<file path="config.mk">
export PLATFORM = sky130hd
export DESIGN_NAME = lnbg_core
export DESIGN_NICKNAME = d
export VERILOG_FILES = /design/src/lnbg_pkg.sv /design/src/lnbg_core.sv
export VERILOG_INCLUDE_DIRS = /design/src /design/src/src
export SDC_FILE = /design/constraint.sdc
export NUM_CORES = 1
export LEC_CHECK = 0
export BUFFER_PORTS_ARGS = -buffer_cell sky130_fd_sc_hd__buf_2
export CAP_MARGIN = 20
export CORE_AREA = 5 5 174 176
export CTS_CLUSTER_DIAMETER = 120
export CTS_CLUSTER_SIZE = 16
export DETAILED_ROUTE_END_ITERATION = 8
export DIE_AREA = 0 0 179 181
export SETUP_SLACK_MARGIN = 0.02
export SLEW_MARGIN = 20
export SYNTH_ARGS = -nofsm -noshare
export SYNTH_HDL_FRONTEND = slang
export SYNTH_SLANG_ARGS = --single-unit
</file>
<file path="constraint.sdc">
create_clock -name clk_sys_in -period 3.7 [get_ports clk_sys_in]
set_input_delay 0.74 -clock clk_sys_in [delete_from_list [all_inputs] [get_ports clk_sys_in]]
set_output_delay 0.74 -clock clk_sys_in [all_outputs]
set_load 0.01 [all_outputs]
</file>
<file path="src/lnbg_defs.svh">
// Purpose: named offsets, bit positions and reset values of the LIN setup block
// Assumes: included once per compilation unit
// Notes: indirect indices are the values software writes to the address register
`ifndef LNBG_DEFS_SVH
`define LNBG_DEFS_SVH

// Direct SFR selects
`define LNBG_SFR_CFG 2'h0
`define LNBG_SFR_ADDR 2'h1
`define LNBG_SFR_DATA 2'h2

// Indirect register indices
`define LNBG_IDX_CTRL 8'h08
`define LNBG_IDX_STAT 8'h09
`define LNBG_IDX_SIZE 8'h0B
`define LNBG_IDX_DIV 8'h0C
`define LNBG_IDX_MUL 8'h0D

// Node configuration bits
`define LNBG_CFG_EN 7
`define LNBG_CFG_MASTER 6
`define LNBG_CFG_AUTO 5

// Control bits
`define LNBG_CTL_CLR_INT 3
`define LNBG_CTL_CLR_ERR 2

// Size register: checksum type bit
`define LNBG_SIZE_ENH 7

// Multiplier register layout
`define LNBG_MUL_PRE_HI 7
`define LNBG_MUL_PRE_LO 6
`define LNBG_MUL_MUL_HI 5
`define LNBG_MUL_MUL_LO 1
`define LNBG_MUL_DIV8 0

// Status bits
`define LNBG_ST_DONE 0
`define LNBG_ST_IRQ 1
`define LNBG_ST_ERR 2
`define LNBG_ST_CKS 3
`define LNBG_ST_SYNC 4

// Reset values
`define LNBG_RST_BYTE 8'h00
`define LNBG_RST_DIV 9'h000
`define LNBG_RST_CNT 10'h000

// Autobaud: sync field spans 8 bits, 5 falling edges
`define LNBG_SYNC_EDGES 3'h4
`define LNBG_SYNC_SHIFT 3
`define LNBG_SYNC_MAX 10'h100
`define LNBG_MUL_MAX 5'h1F

`endif

</file>
<file path="src/lnbg_pkg.sv">
// Purpose: types shared by the LIN setup and bit-rate block
// Assumes: nothing
// Notes: constants live in lnbg_defs.svh
package lnbg_pkg;

  typedef struct packed {
    logic wr;
    logic rd;
    logic [1:0] sel;
    logic [7:0] wdata;
  } lnbg_sfr_t;

  typedef struct packed {
    logic [1:0] presc;
    logic [4:0] mult;
    logic [8:0] div;
  } lnbg_baud_t;

  typedef enum logic [1:0] {
    LNBG_AB_IDLE = 2'b01,
    LNBG_AB_MEAS = 2'b10
  } lnbg_ab_t;

endpackage

</file>
<file path="src/lnbg_core.sv">
// Purpose: LIN node setup registers, bit-rate generator, autobaud and checksum unit
// Assumes: one clock clk_sys_in, async active-high reset rst_in, byte-wide SFR access
// Notes: frame sequencing lives outside and reports through the event and checksum ports
`include "lnbg_defs.svh"

module lnbg_core
  import lnbg_pkg::*;
(
  input wire logic clk_sys_in,
  input wire logic rst_in,
  input wire lnbg_sfr_t sfr_in,
  output logic [7:0] sfr_rdata_out,
  input wire logic lin_rx_in,
  input wire logic done_evt_in,
  input wire logic err_evt_in,
  input wire logic cks_start_in,
  input wire logic [7:0] cks_pid_in,
  input wire logic cks_byte_vld_in,
  input wire logic [7:0] cks_byte_in,
  input wire logic cks_cmp_vld_in,
  input wire logic [7:0] cks_cmp_in,
  output logic [7:0] cks_value_out,
  output logic bit_tick_out,
  output logic node_en_out,
  output logic master_out,
  output logic enhanced_out,
  output logic irq_out
);

  // Rx pin synchroniser
  logic rx_s1_r, rx_s2_r, rx_d_r;
  always_ff @(posedge clk_sys_in or posedge rst_in) begin
    if (rst_in) begin
      rx_s1_r <= 1'b1;
      rx_s2_r <= 1'b1;
      rx_d_r <= 1'b1;
    end else begin
      rx_s1_r <= lin_rx_in;
      rx_s2_r <= rx_s1_r;
      rx_d_r <= rx_s2_r;
    end
  end
  logic rx_fall;
  assign rx_fall = rx_d_r & ~rx_s2_r;

  // Registers
  logic [7:0] cfg_r, cfg_nxt, addr_r, addr_nxt, ctrl_r, ctrl_nxt, size_r, size_nxt;
  logic [7:0] divl_r, divl_nxt, mul_r, mul_nxt, rdata_r, rdata_nxt;
  logic done_r, done_nxt, irq_r, irq_nxt, err_r, err_nxt, ckerr_r, ckerr_nxt;
  logic [7:0] stat;
  logic data_wr, data_rd, clr_int, clr_err, cks_bad;
  // Autobaud state, read by the status and baud decode below
  lnbg_ab_t ab_r, ab_nxt;
  logic [9:0] ab_cnt_r, ab_cnt_nxt;
  logic [2:0] ab_edge_r, ab_edge_nxt;
  logic [4:0] ab_mult_r, ab_mult_nxt;
  logic ab_ok_r, ab_ok_nxt;
  logic [6:0] ab_bits;

  function automatic logic idx_hit(input logic [7:0] a, input logic [7:0] idx);
    idx_hit = (a == idx);
  endfunction

  assign data_wr = sfr_in.wr && sfr_in.sel == `LNBG_SFR_DATA;
  assign data_rd = sfr_in.rd && sfr_in.sel == `LNBG_SFR_DATA;
  assign clr_int = data_wr && idx_hit(addr_r, `LNBG_IDX_CTRL) && sfr_in.wdata[`LNBG_CTL_CLR_INT];
  assign clr_err = data_wr && idx_hit(addr_r, `LNBG_IDX_CTRL) && sfr_in.wdata[`LNBG_CTL_CLR_ERR];

  always_comb begin
    stat = `LNBG_RST_BYTE;
    stat[`LNBG_ST_DONE] = done_r;
    stat[`LNBG_ST_IRQ] = irq_r;
    stat[`LNBG_ST_ERR] = err_r;
    stat[`LNBG_ST_CKS] = ckerr_r;
    stat[`LNBG_ST_SYNC] = ab_ok_r;
  end

  always_comb begin
    cfg_nxt = cfg_r;
    addr_nxt = addr_r;
    ctrl_nxt = ctrl_r;
    size_nxt = size_r;
    divl_nxt = divl_r;
    mul_nxt = mul_r;
    rdata_nxt = rdata_r;
    if (sfr_in.wr && sfr_in.sel == `LNBG_SFR_CFG) begin
      cfg_nxt = sfr_in.wdata;
    end else if (sfr_in.wr && sfr_in.sel == `LNBG_SFR_ADDR) begin
      addr_nxt = sfr_in.wdata;
    end else if (data_wr) begin
      if (idx_hit(addr_r, `LNBG_IDX_CTRL)) begin
        // Clear bits act once and never stick
        ctrl_nxt = sfr_in.wdata;
        ctrl_nxt[`LNBG_CTL_CLR_INT] = 1'b0;
        ctrl_nxt[`LNBG_CTL_CLR_ERR] = 1'b0;
      end else if (idx_hit(addr_r, `LNBG_IDX_SIZE)) begin
        size_nxt = sfr_in.wdata;
      end else if (idx_hit(addr_r, `LNBG_IDX_DIV)) begin
        divl_nxt = sfr_in.wdata;
      end else if (idx_hit(addr_r, `LNBG_IDX_MUL)) begin
        mul_nxt = sfr_in.wdata;
      end
    end
    if (sfr_in.rd) begin
      if (sfr_in.sel == `LNBG_SFR_CFG) begin
        rdata_nxt = cfg_r;
      end else if (sfr_in.sel == `LNBG_SFR_ADDR) begin
        rdata_nxt = addr_r;
      end else if (data_rd && idx_hit(addr_r, `LNBG_IDX_CTRL)) begin
        rdata_nxt = ctrl_r;
      end else if (data_rd && idx_hit(addr_r, `LNBG_IDX_STAT)) begin
        rdata_nxt = stat;
      end else if (data_rd && idx_hit(addr_r, `LNBG_IDX_SIZE)) begin
        rdata_nxt = size_r;
      end else if (data_rd && idx_hit(addr_r, `LNBG_IDX_DIV)) begin
        rdata_nxt = divl_r;
      end else if (data_rd && idx_hit(addr_r, `LNBG_IDX_MUL)) begin
        rdata_nxt = mul_r;
      end else begin
        rdata_nxt = `LNBG_RST_BYTE;
      end
    end
    // Set beats clear when both land in one cycle
    done_nxt = done_evt_in | (done_r & ~clr_int);
    irq_nxt = done_evt_in | err_evt_in | cks_bad | (irq_r & ~clr_int);
    err_nxt = err_evt_in | cks_bad | (err_r & ~clr_err);
    ckerr_nxt = cks_bad | (ckerr_r & ~clr_err);
  end

  always_ff @(posedge clk_sys_in or posedge rst_in) begin
    if (rst_in) begin
      cfg_r <= `LNBG_RST_BYTE;
      addr_r <= `LNBG_RST_BYTE;
      ctrl_r <= `LNBG_RST_BYTE;
      size_r <= `LNBG_RST_BYTE;
      divl_r <= `LNBG_RST_BYTE;
      mul_r <= `LNBG_RST_BYTE;
      rdata_r <= `LNBG_RST_BYTE;
      done_r <= 1'b0;
      irq_r <= 1'b0;
      err_r <= 1'b0;
      ckerr_r <= 1'b0;
    end else begin
      cfg_r <= cfg_nxt;
      addr_r <= addr_nxt;
      ctrl_r <= ctrl_nxt;
      size_r <= size_nxt;
      divl_r <= divl_nxt;
      mul_r <= mul_nxt;
      rdata_r <= rdata_nxt;
      done_r <= done_nxt;
      irq_r <= irq_nxt;
      err_r <= err_nxt;
      ckerr_r <= ckerr_nxt;
    end
  end

  // Mode decode
  logic en, auto_eff;
  lnbg_baud_t baud;
  assign en = cfg_r[`LNBG_CFG_EN];
  // Autobaud is ignored on a master so a bad setup still runs at the manual rate
  assign auto_eff = cfg_r[`LNBG_CFG_AUTO] & ~cfg_r[`LNBG_CFG_MASTER];
  assign baud.presc = mul_r[`LNBG_MUL_PRE_HI:`LNBG_MUL_PRE_LO];
  assign baud.mult = auto_eff ? ab_mult_r : mul_r[`LNBG_MUL_MUL_HI:`LNBG_MUL_MUL_LO];
  assign baud.div = {mul_r[`LNBG_MUL_DIV8], divl_r};

  // Bit-rate generator
  logic [4:0] pre_r, pre_nxt, mcnt_r, mcnt_nxt;
  logic [8:0] dcnt_r, dcnt_nxt;
  logic [4:0] pre_last;
  logic pre_tc, div_tc, tick_r, tick_nxt;
  assign pre_last = 5'((5'h2 << baud.presc) - 5'h1);
  assign pre_tc = en && pre_r >= pre_last;
  assign div_tc = pre_tc && dcnt_r + 9'h1 >= baud.div;

  always_comb begin
    pre_nxt = pre_tc ? 5'h0 : 5'(pre_r + 5'h1);
    dcnt_nxt = dcnt_r;
    mcnt_nxt = mcnt_r;
    tick_nxt = 1'b0;
    if (pre_tc) begin
      dcnt_nxt = div_tc ? `LNBG_RST_DIV : 9'(dcnt_r + 9'h1);
    end
    if (div_tc) begin
      if (mcnt_r >= baud.mult) begin
        mcnt_nxt = 5'h0;
        tick_nxt = 1'b1;
      end else begin
        mcnt_nxt = 5'(mcnt_r + 5'h1);
      end
    end
    if (!en) begin
      pre_nxt = 5'h0;
      dcnt_nxt = `LNBG_RST_DIV;
      mcnt_nxt = 5'h0;
    end
  end

  always_ff @(posedge clk_sys_in or posedge rst_in) begin
    if (rst_in) begin
      pre_r <= 5'h0;
      dcnt_r <= `LNBG_RST_DIV;
      mcnt_r <= 5'h0;
      tick_r <= 1'b0;
    end else begin
      pre_r <= pre_nxt;
      dcnt_r <= dcnt_nxt;
      mcnt_r <= mcnt_nxt;
      tick_r <= tick_nxt;
    end
  end

  // Autobaud: divider periods counted over the 8-bit sync field
  assign ab_bits = ab_cnt_r[9:`LNBG_SYNC_SHIFT];

  always_comb begin
    ab_nxt = ab_r;
    ab_cnt_nxt = ab_cnt_r;
    ab_edge_nxt = ab_edge_r;
    ab_mult_nxt = ab_mult_r;
    ab_ok_nxt = ab_ok_r;
    case (ab_r)
      LNBG_AB_IDLE: begin
        if (en && auto_eff && rx_fall) begin
          ab_nxt = LNBG_AB_MEAS;
          ab_cnt_nxt = `LNBG_RST_CNT;
          ab_edge_nxt = 3'h0;
        end
      end
      LNBG_AB_MEAS: begin
        if (div_tc) begin
          ab_cnt_nxt = 10'(ab_cnt_r + 10'h1);
        end
        if (!en || !auto_eff || ab_cnt_r >= `LNBG_SYNC_MAX) begin
          // Break or noise too long to be a sync field: wait for the next edge
          ab_nxt = LNBG_AB_IDLE;
        end else if (rx_fall) begin
          ab_edge_nxt = 3'(ab_edge_r + 3'h1);
          if (ab_edge_r + 3'h1 == `LNBG_SYNC_EDGES) begin
            ab_nxt = LNBG_AB_IDLE;
            ab_ok_nxt = 1'b1;
            // Truncated, so a fast master rounds toward the shorter bit
            if (ab_bits == 7'h0) begin
              ab_mult_nxt = 5'h0;
            end else if (ab_bits > 7'(`LNBG_MUL_MAX) + 7'h1) begin
              ab_mult_nxt = `LNBG_MUL_MAX;
            end else begin
              ab_mult_nxt = 5'(ab_bits - 7'h1);
            end
          end
        end
      end
      default: ab_nxt = LNBG_AB_IDLE;
    endcase
    if (!auto_eff) begin
      ab_ok_nxt = 1'b0;
    end
  end

  always_ff @(posedge clk_sys_in or posedge rst_in) begin
    if (rst_in) begin
      ab_r <= LNBG_AB_IDLE;
      ab_cnt_r <= `LNBG_RST_CNT;
      ab_edge_r <= 3'h0;
      ab_mult_r <= 5'h0;
      ab_ok_r <= 1'b0;
    end else begin
      ab_r <= ab_nxt;
      ab_cnt_r <= ab_cnt_nxt;
      ab_edge_r <= ab_edge_nxt;
      ab_mult_r <= ab_mult_nxt;
      ab_ok_r <= ab_ok_nxt;
    end
  end

  // Checksum: inverted carry-wrapped sum, PID included when enhanced
  logic [7:0] sum_r, sum_nxt;
  logic [8:0] add;
  logic bad_r, bad_nxt;
  assign add = {1'b0, sum_r} + {1'b0, cks_byte_in};
  assign cks_bad = bad_r;

  always_comb begin
    sum_nxt = sum_r;
    bad_nxt = 1'b0;
    if (cks_start_in) begin
      sum_nxt = size_r[`LNBG_SIZE_ENH] ? cks_pid_in : `LNBG_RST_BYTE;
    end else if (cks_byte_vld_in) begin
      sum_nxt = 8'(add[7:0] + {7'h0, add[8]});
    end
    if (cks_cmp_vld_in) begin
      bad_nxt = (cks_cmp_in != ~sum_r);
    end
  end

  always_ff @(posedge clk_sys_in or posedge rst_in) begin
    if (rst_in) begin
      sum_r <= `LNBG_RST_BYTE;
      bad_r <= 1'b0;
    end else begin
      sum_r <= sum_nxt;
      bad_r <= bad_nxt;
    end
  end

  assign sfr_rdata_out = rdata_r;
  assign cks_value_out = ~sum_r;
  assign bit_tick_out = tick_r;
  assign node_en_out = cfg_r[`LNBG_CFG_EN];
  assign master_out = cfg_r[`LNBG_CFG_MASTER];
  assign enhanced_out = size_r[`LNBG_SIZE_ENH];
  assign irq_out = irq_r;

endmodule

</file>
==> flow_metrics.env <==
export IMPL_cts_sinks=111
export IMPL_drive_above_1_share=0.211
export IMPL_io_buffers=64
export IMPL_rows=62
export IMPL_finalCritPeriodShare=0.881
export IMPL_n_antenna_cell=0
export IMPL_setup_worst_path_start_class="flip-flop"
export IMPL_yosysWarnings=0
export IMPL_r2r_cells=16
export IMPL_synth_top_area_share=0.413
export IMPL_die_x_um=179
export IMPL_cts_path_max_buffers=2
export IMPL_hp_class="reg2reg"
export IMPL_irDropWorstVdd_uv=205
export IMPL_path_class="reg2reg"
export IMPL_holdBufCountCts=0
export IMPL_cp_max_fo=4
export IMPL_fin_nets=784
export IMPL_seq_area_um2=2780
export IMPL_powerDensity_nw_per_um2=452
export IMPL_crit_required_ns=4.00
export IMPL_endpoint="sum_r[6]"
export IMPL_postSynthAreaPerCell_um2=10.1
export IMPL_finalSetupTns_ns=0
export IMPL_fmax_ghz=0.307
export IMPL_synth_edf_count=0
export IMPL_setup_viol=0
export IMPL_ys_async_sr_fraction=1.00
export IMPL_seq_area_frac_synth=0.429
export IMPL_path_clk_slew_ns=0.07
export IMPL_totalWireLength_um=15900
export IMPL_cp_end_kind="flip-flop"
export IMPL_outcome="finished, final reports clean"
export IMPL_synthCells=645
export IMPL_synthTopCellsByArea="dfrtp_1 41%, mux2_2 7.6%, ha_1 7.1%"
export IMPL_grt_pass1_wl_um=26700
export IMPL_regToRegEndpoint="sum_r[6]"
export IMPL_whs_ns=0.358
export IMPL_cts_tree="done"
export IMPL_cts_setup_buffers=0
export IMPL_synthDistinctLibCells=66
export IMPL_dr_pass1_iters=4
export IMPL_r2r_start="sum_r[0]"
export IMPL_dp_hpwl_um=11900
export IMPL_fillers=3042
export IMPL_drc=0
export IMPL_wl_per_cell_um=14.6
export IMPL_clockRootBuffer="clkbuf_16"
export IMPL_ys_top_cells_by_count="107 x dfrtp_1, 70 x nand2_1, 44 x mux2_2"
export IMPL_h_tree_depth=3
export IMPL_numCtsBuffers=9
export IMPL_p_leak_nw=3.41
export IMPL_cp_arrival_ns=3.56
export IMPL_fin_skew_ns=0.00899
export IMPL_pin_count=65
export IMPL_relSlewSlack=0.467
export IMPL_fin_crit_ns=3.26
export IMPL_yosysMostFrequentCell="dfrtp_1"
export IMPL_syn_area_um2=6480
export IMPL_area_delta_synth_final_pct=16.1
export IMPL_tightestPinTransition_ns=0.796
export IMPL_synth_ff_latch_count=111
export IMPL_cts_resized=0
export IMPL_chipHeight_um=181
export IMPL_r2r_setup_slack_ns=0.44
export IMPL_worstSetupStartpoint="sum_r[0]"
export IMPL_die_area_um2=32400
export IMPL_vias_per_cell=4.59
export IMPL_slew_viol_final=0
export IMPL_max_cap_violations=0
export IMPL_ant_nets=0
export IMPL_yosys_area_top_type="dfrtp_1"
export IMPL_multi_input_area_um2=3490
export IMPL_synth_net_count=727
export IMPL_grt_pass1_vias=5019
export IMPL_place_gp_congestion=0.827
export IMPL_start_util=0.228
export IMPL_core_area_um2=28500
export IMPL_overflow=0
export IMPL_rsz0062_at_grt="false"
export IMPL_ys_flop_type="dfrtp_1"
export IMPL_hold_viol=0
export IMPL_vias=5010
export IMPL_grtUsageTotal=0.101
export IMPL_drt_iter0_markers=435
export IMPL_grt_max_degree=60
export IMPL_clk_latency_ns=0.36
export IMPL_antenna_found_initial=0
==> layout make-up <==
cell class / instances / share of cell area
Multi-Input combinational cell: 482 / 0.464
Sequential cell: 111 / 0.370
Tap cell: 384 / 0.0638
Timing Repair Buffer: 69 / 0.0492
Clock buffer: 12 / 0.0341
Inverter: 29 / 0.0148
Clock inverter: 4 / 0.00482
==> power by group <==
part / switching [mW] / internal (mW)
sequential: 0.187 / 1.35
clock: 0.477 / 0.504
combinational: 0.502 / 0.385
==> worst max-delay path, cell delays in order, from the launching register on <==
cell,delay (ns)
dfrtp_1,0.44
ha_1,0.20
inv_1,0.06
fa_1,0.40
nor2b_1,0.18
o221ai_1,0.19
a21oi_1,0.24
o21ai_0,0.12
nand2b_1,0.08
ha_1,0.16
ha_1,0.18
nand2_1,0.05
nor3_1,0.24
nand4bb_1,0.15
xor2_1,0.16
a211oi_1,0.24
a31o_2,0.13
==> worst min path at each step <==
stage / from / to / cells past startpoint
after global placement: rx_s1_r / rx_s2_r / 0
after detailed placement: rx_s1_r / rx_s2_r / 0
after CTS: rx_s1_r / rx_s2_r / 0
final: rx_s1_r / rx_s2_r / 0
after global routing: rx_s1_r / rx_s2_r / 0
after floorplan: rx_s1_r / rx_s2_r / 0
==> through the flow <==
step / setup WS [ns] / power (mW) / instance area, um^2 / instances / util
3_5_place_dp: 0.0943 / 2.45 / 7240 / 1075 / 0.254
2_1_floorplan: 0.0360 / 2.17 / 6480 / 645 / -
4_1_cts: 0.465 / 3.43 / 7530 / 1091 / 0.264
3_3_place_gp: 0.227 / 2.43 / 7240 / 1075 / 0.254
5_1_grt: 0.145 / 3.62 / 7530 / 1091 / 0.264
6_report: 0.440 / 3.40 / 7530 / 1091 / 0.264
==> layer usage <==
| metal | global-route usage | up-vias | part of all wire | routed length, um |
|---|---|---|---|---|
| met5 | 0 | - | 0 | 0 |
| met4 | 0.0372 | 0 | 0.018 | 280 |
| met3 | 0.0148 | 16 | 0.036 | 570 |
| met2 | 0.153 | 97 | 0.45 | 7140 |
| met1 | 0.146 | 2451 | 0.50 | 7940 |
| li1 | - | 2446 | - | - |
==> flip-flops by register name, summed over array words and instances, names as in the netlist, 5 cells and up <==
| name | count |
|---|---|
| sum_r | 8 |
| pre_r | 5 |
| addr_r | 8 |
| dcnt_r | 9 |
| size_r | 8 |
| mcnt_r | 5 |
| divl_r | 8 |
| sfr_rdata_out | 8 |
| cfg_r | 8 |
| ab_cnt_r | 10 |
| ab_mult_r | 5 |
| ctrl_r | 6 |
| mul_r | 8 |
==> layout by cell type (no fill, tap or decap), types with 4 or more instances in the layout <==
cell type and count:
clkbuf_16 9, xor2_1 7, ha_1 37, o21a_1 5
buf_4 4, a22oi_1 7, a31oi_1 7, nand2b_1 10
nor3_1 9, a21oi_1 28, nor2_1 36, dfstp_2 4
nand3_1 24, buf_2 64, inv_1 28, a32o_1 4
nand4_1 15, nand2_1 70, a21o_1 14, dfrtp_1 107
nor2b_1 9, mux2_2 44, mux2i_1 22, and2_1 6
xnor2_1 22, nor4_1 6, o21ai_0 29, and3_1 11
==> cell families (layout without fill, tap and decap cells) <==
| logic type | count (synthesis) | in the layout | share of synthesized area |
|---|---|---|---|
| flip-flops | 111 | 111 | 0.429 |
| AND/OR/NAND/NOR | 220 | 220 | 0.182 |
| multiplexers | 66 | 66 | 0.110 |
| XOR/XNOR | 29 | 29 | 0.0392 |
| adder cells (fa/ha/maj) | 38 | 38 | 0.0745 |
| buffers and inverters | 52 | 114 | 0.0322 |
| other | 1 | 1 | 0.000578 |
| AO/OA/AOI/OAI | 128 | 128 | 0.132 |
Power figures use the tool's default switching activity.
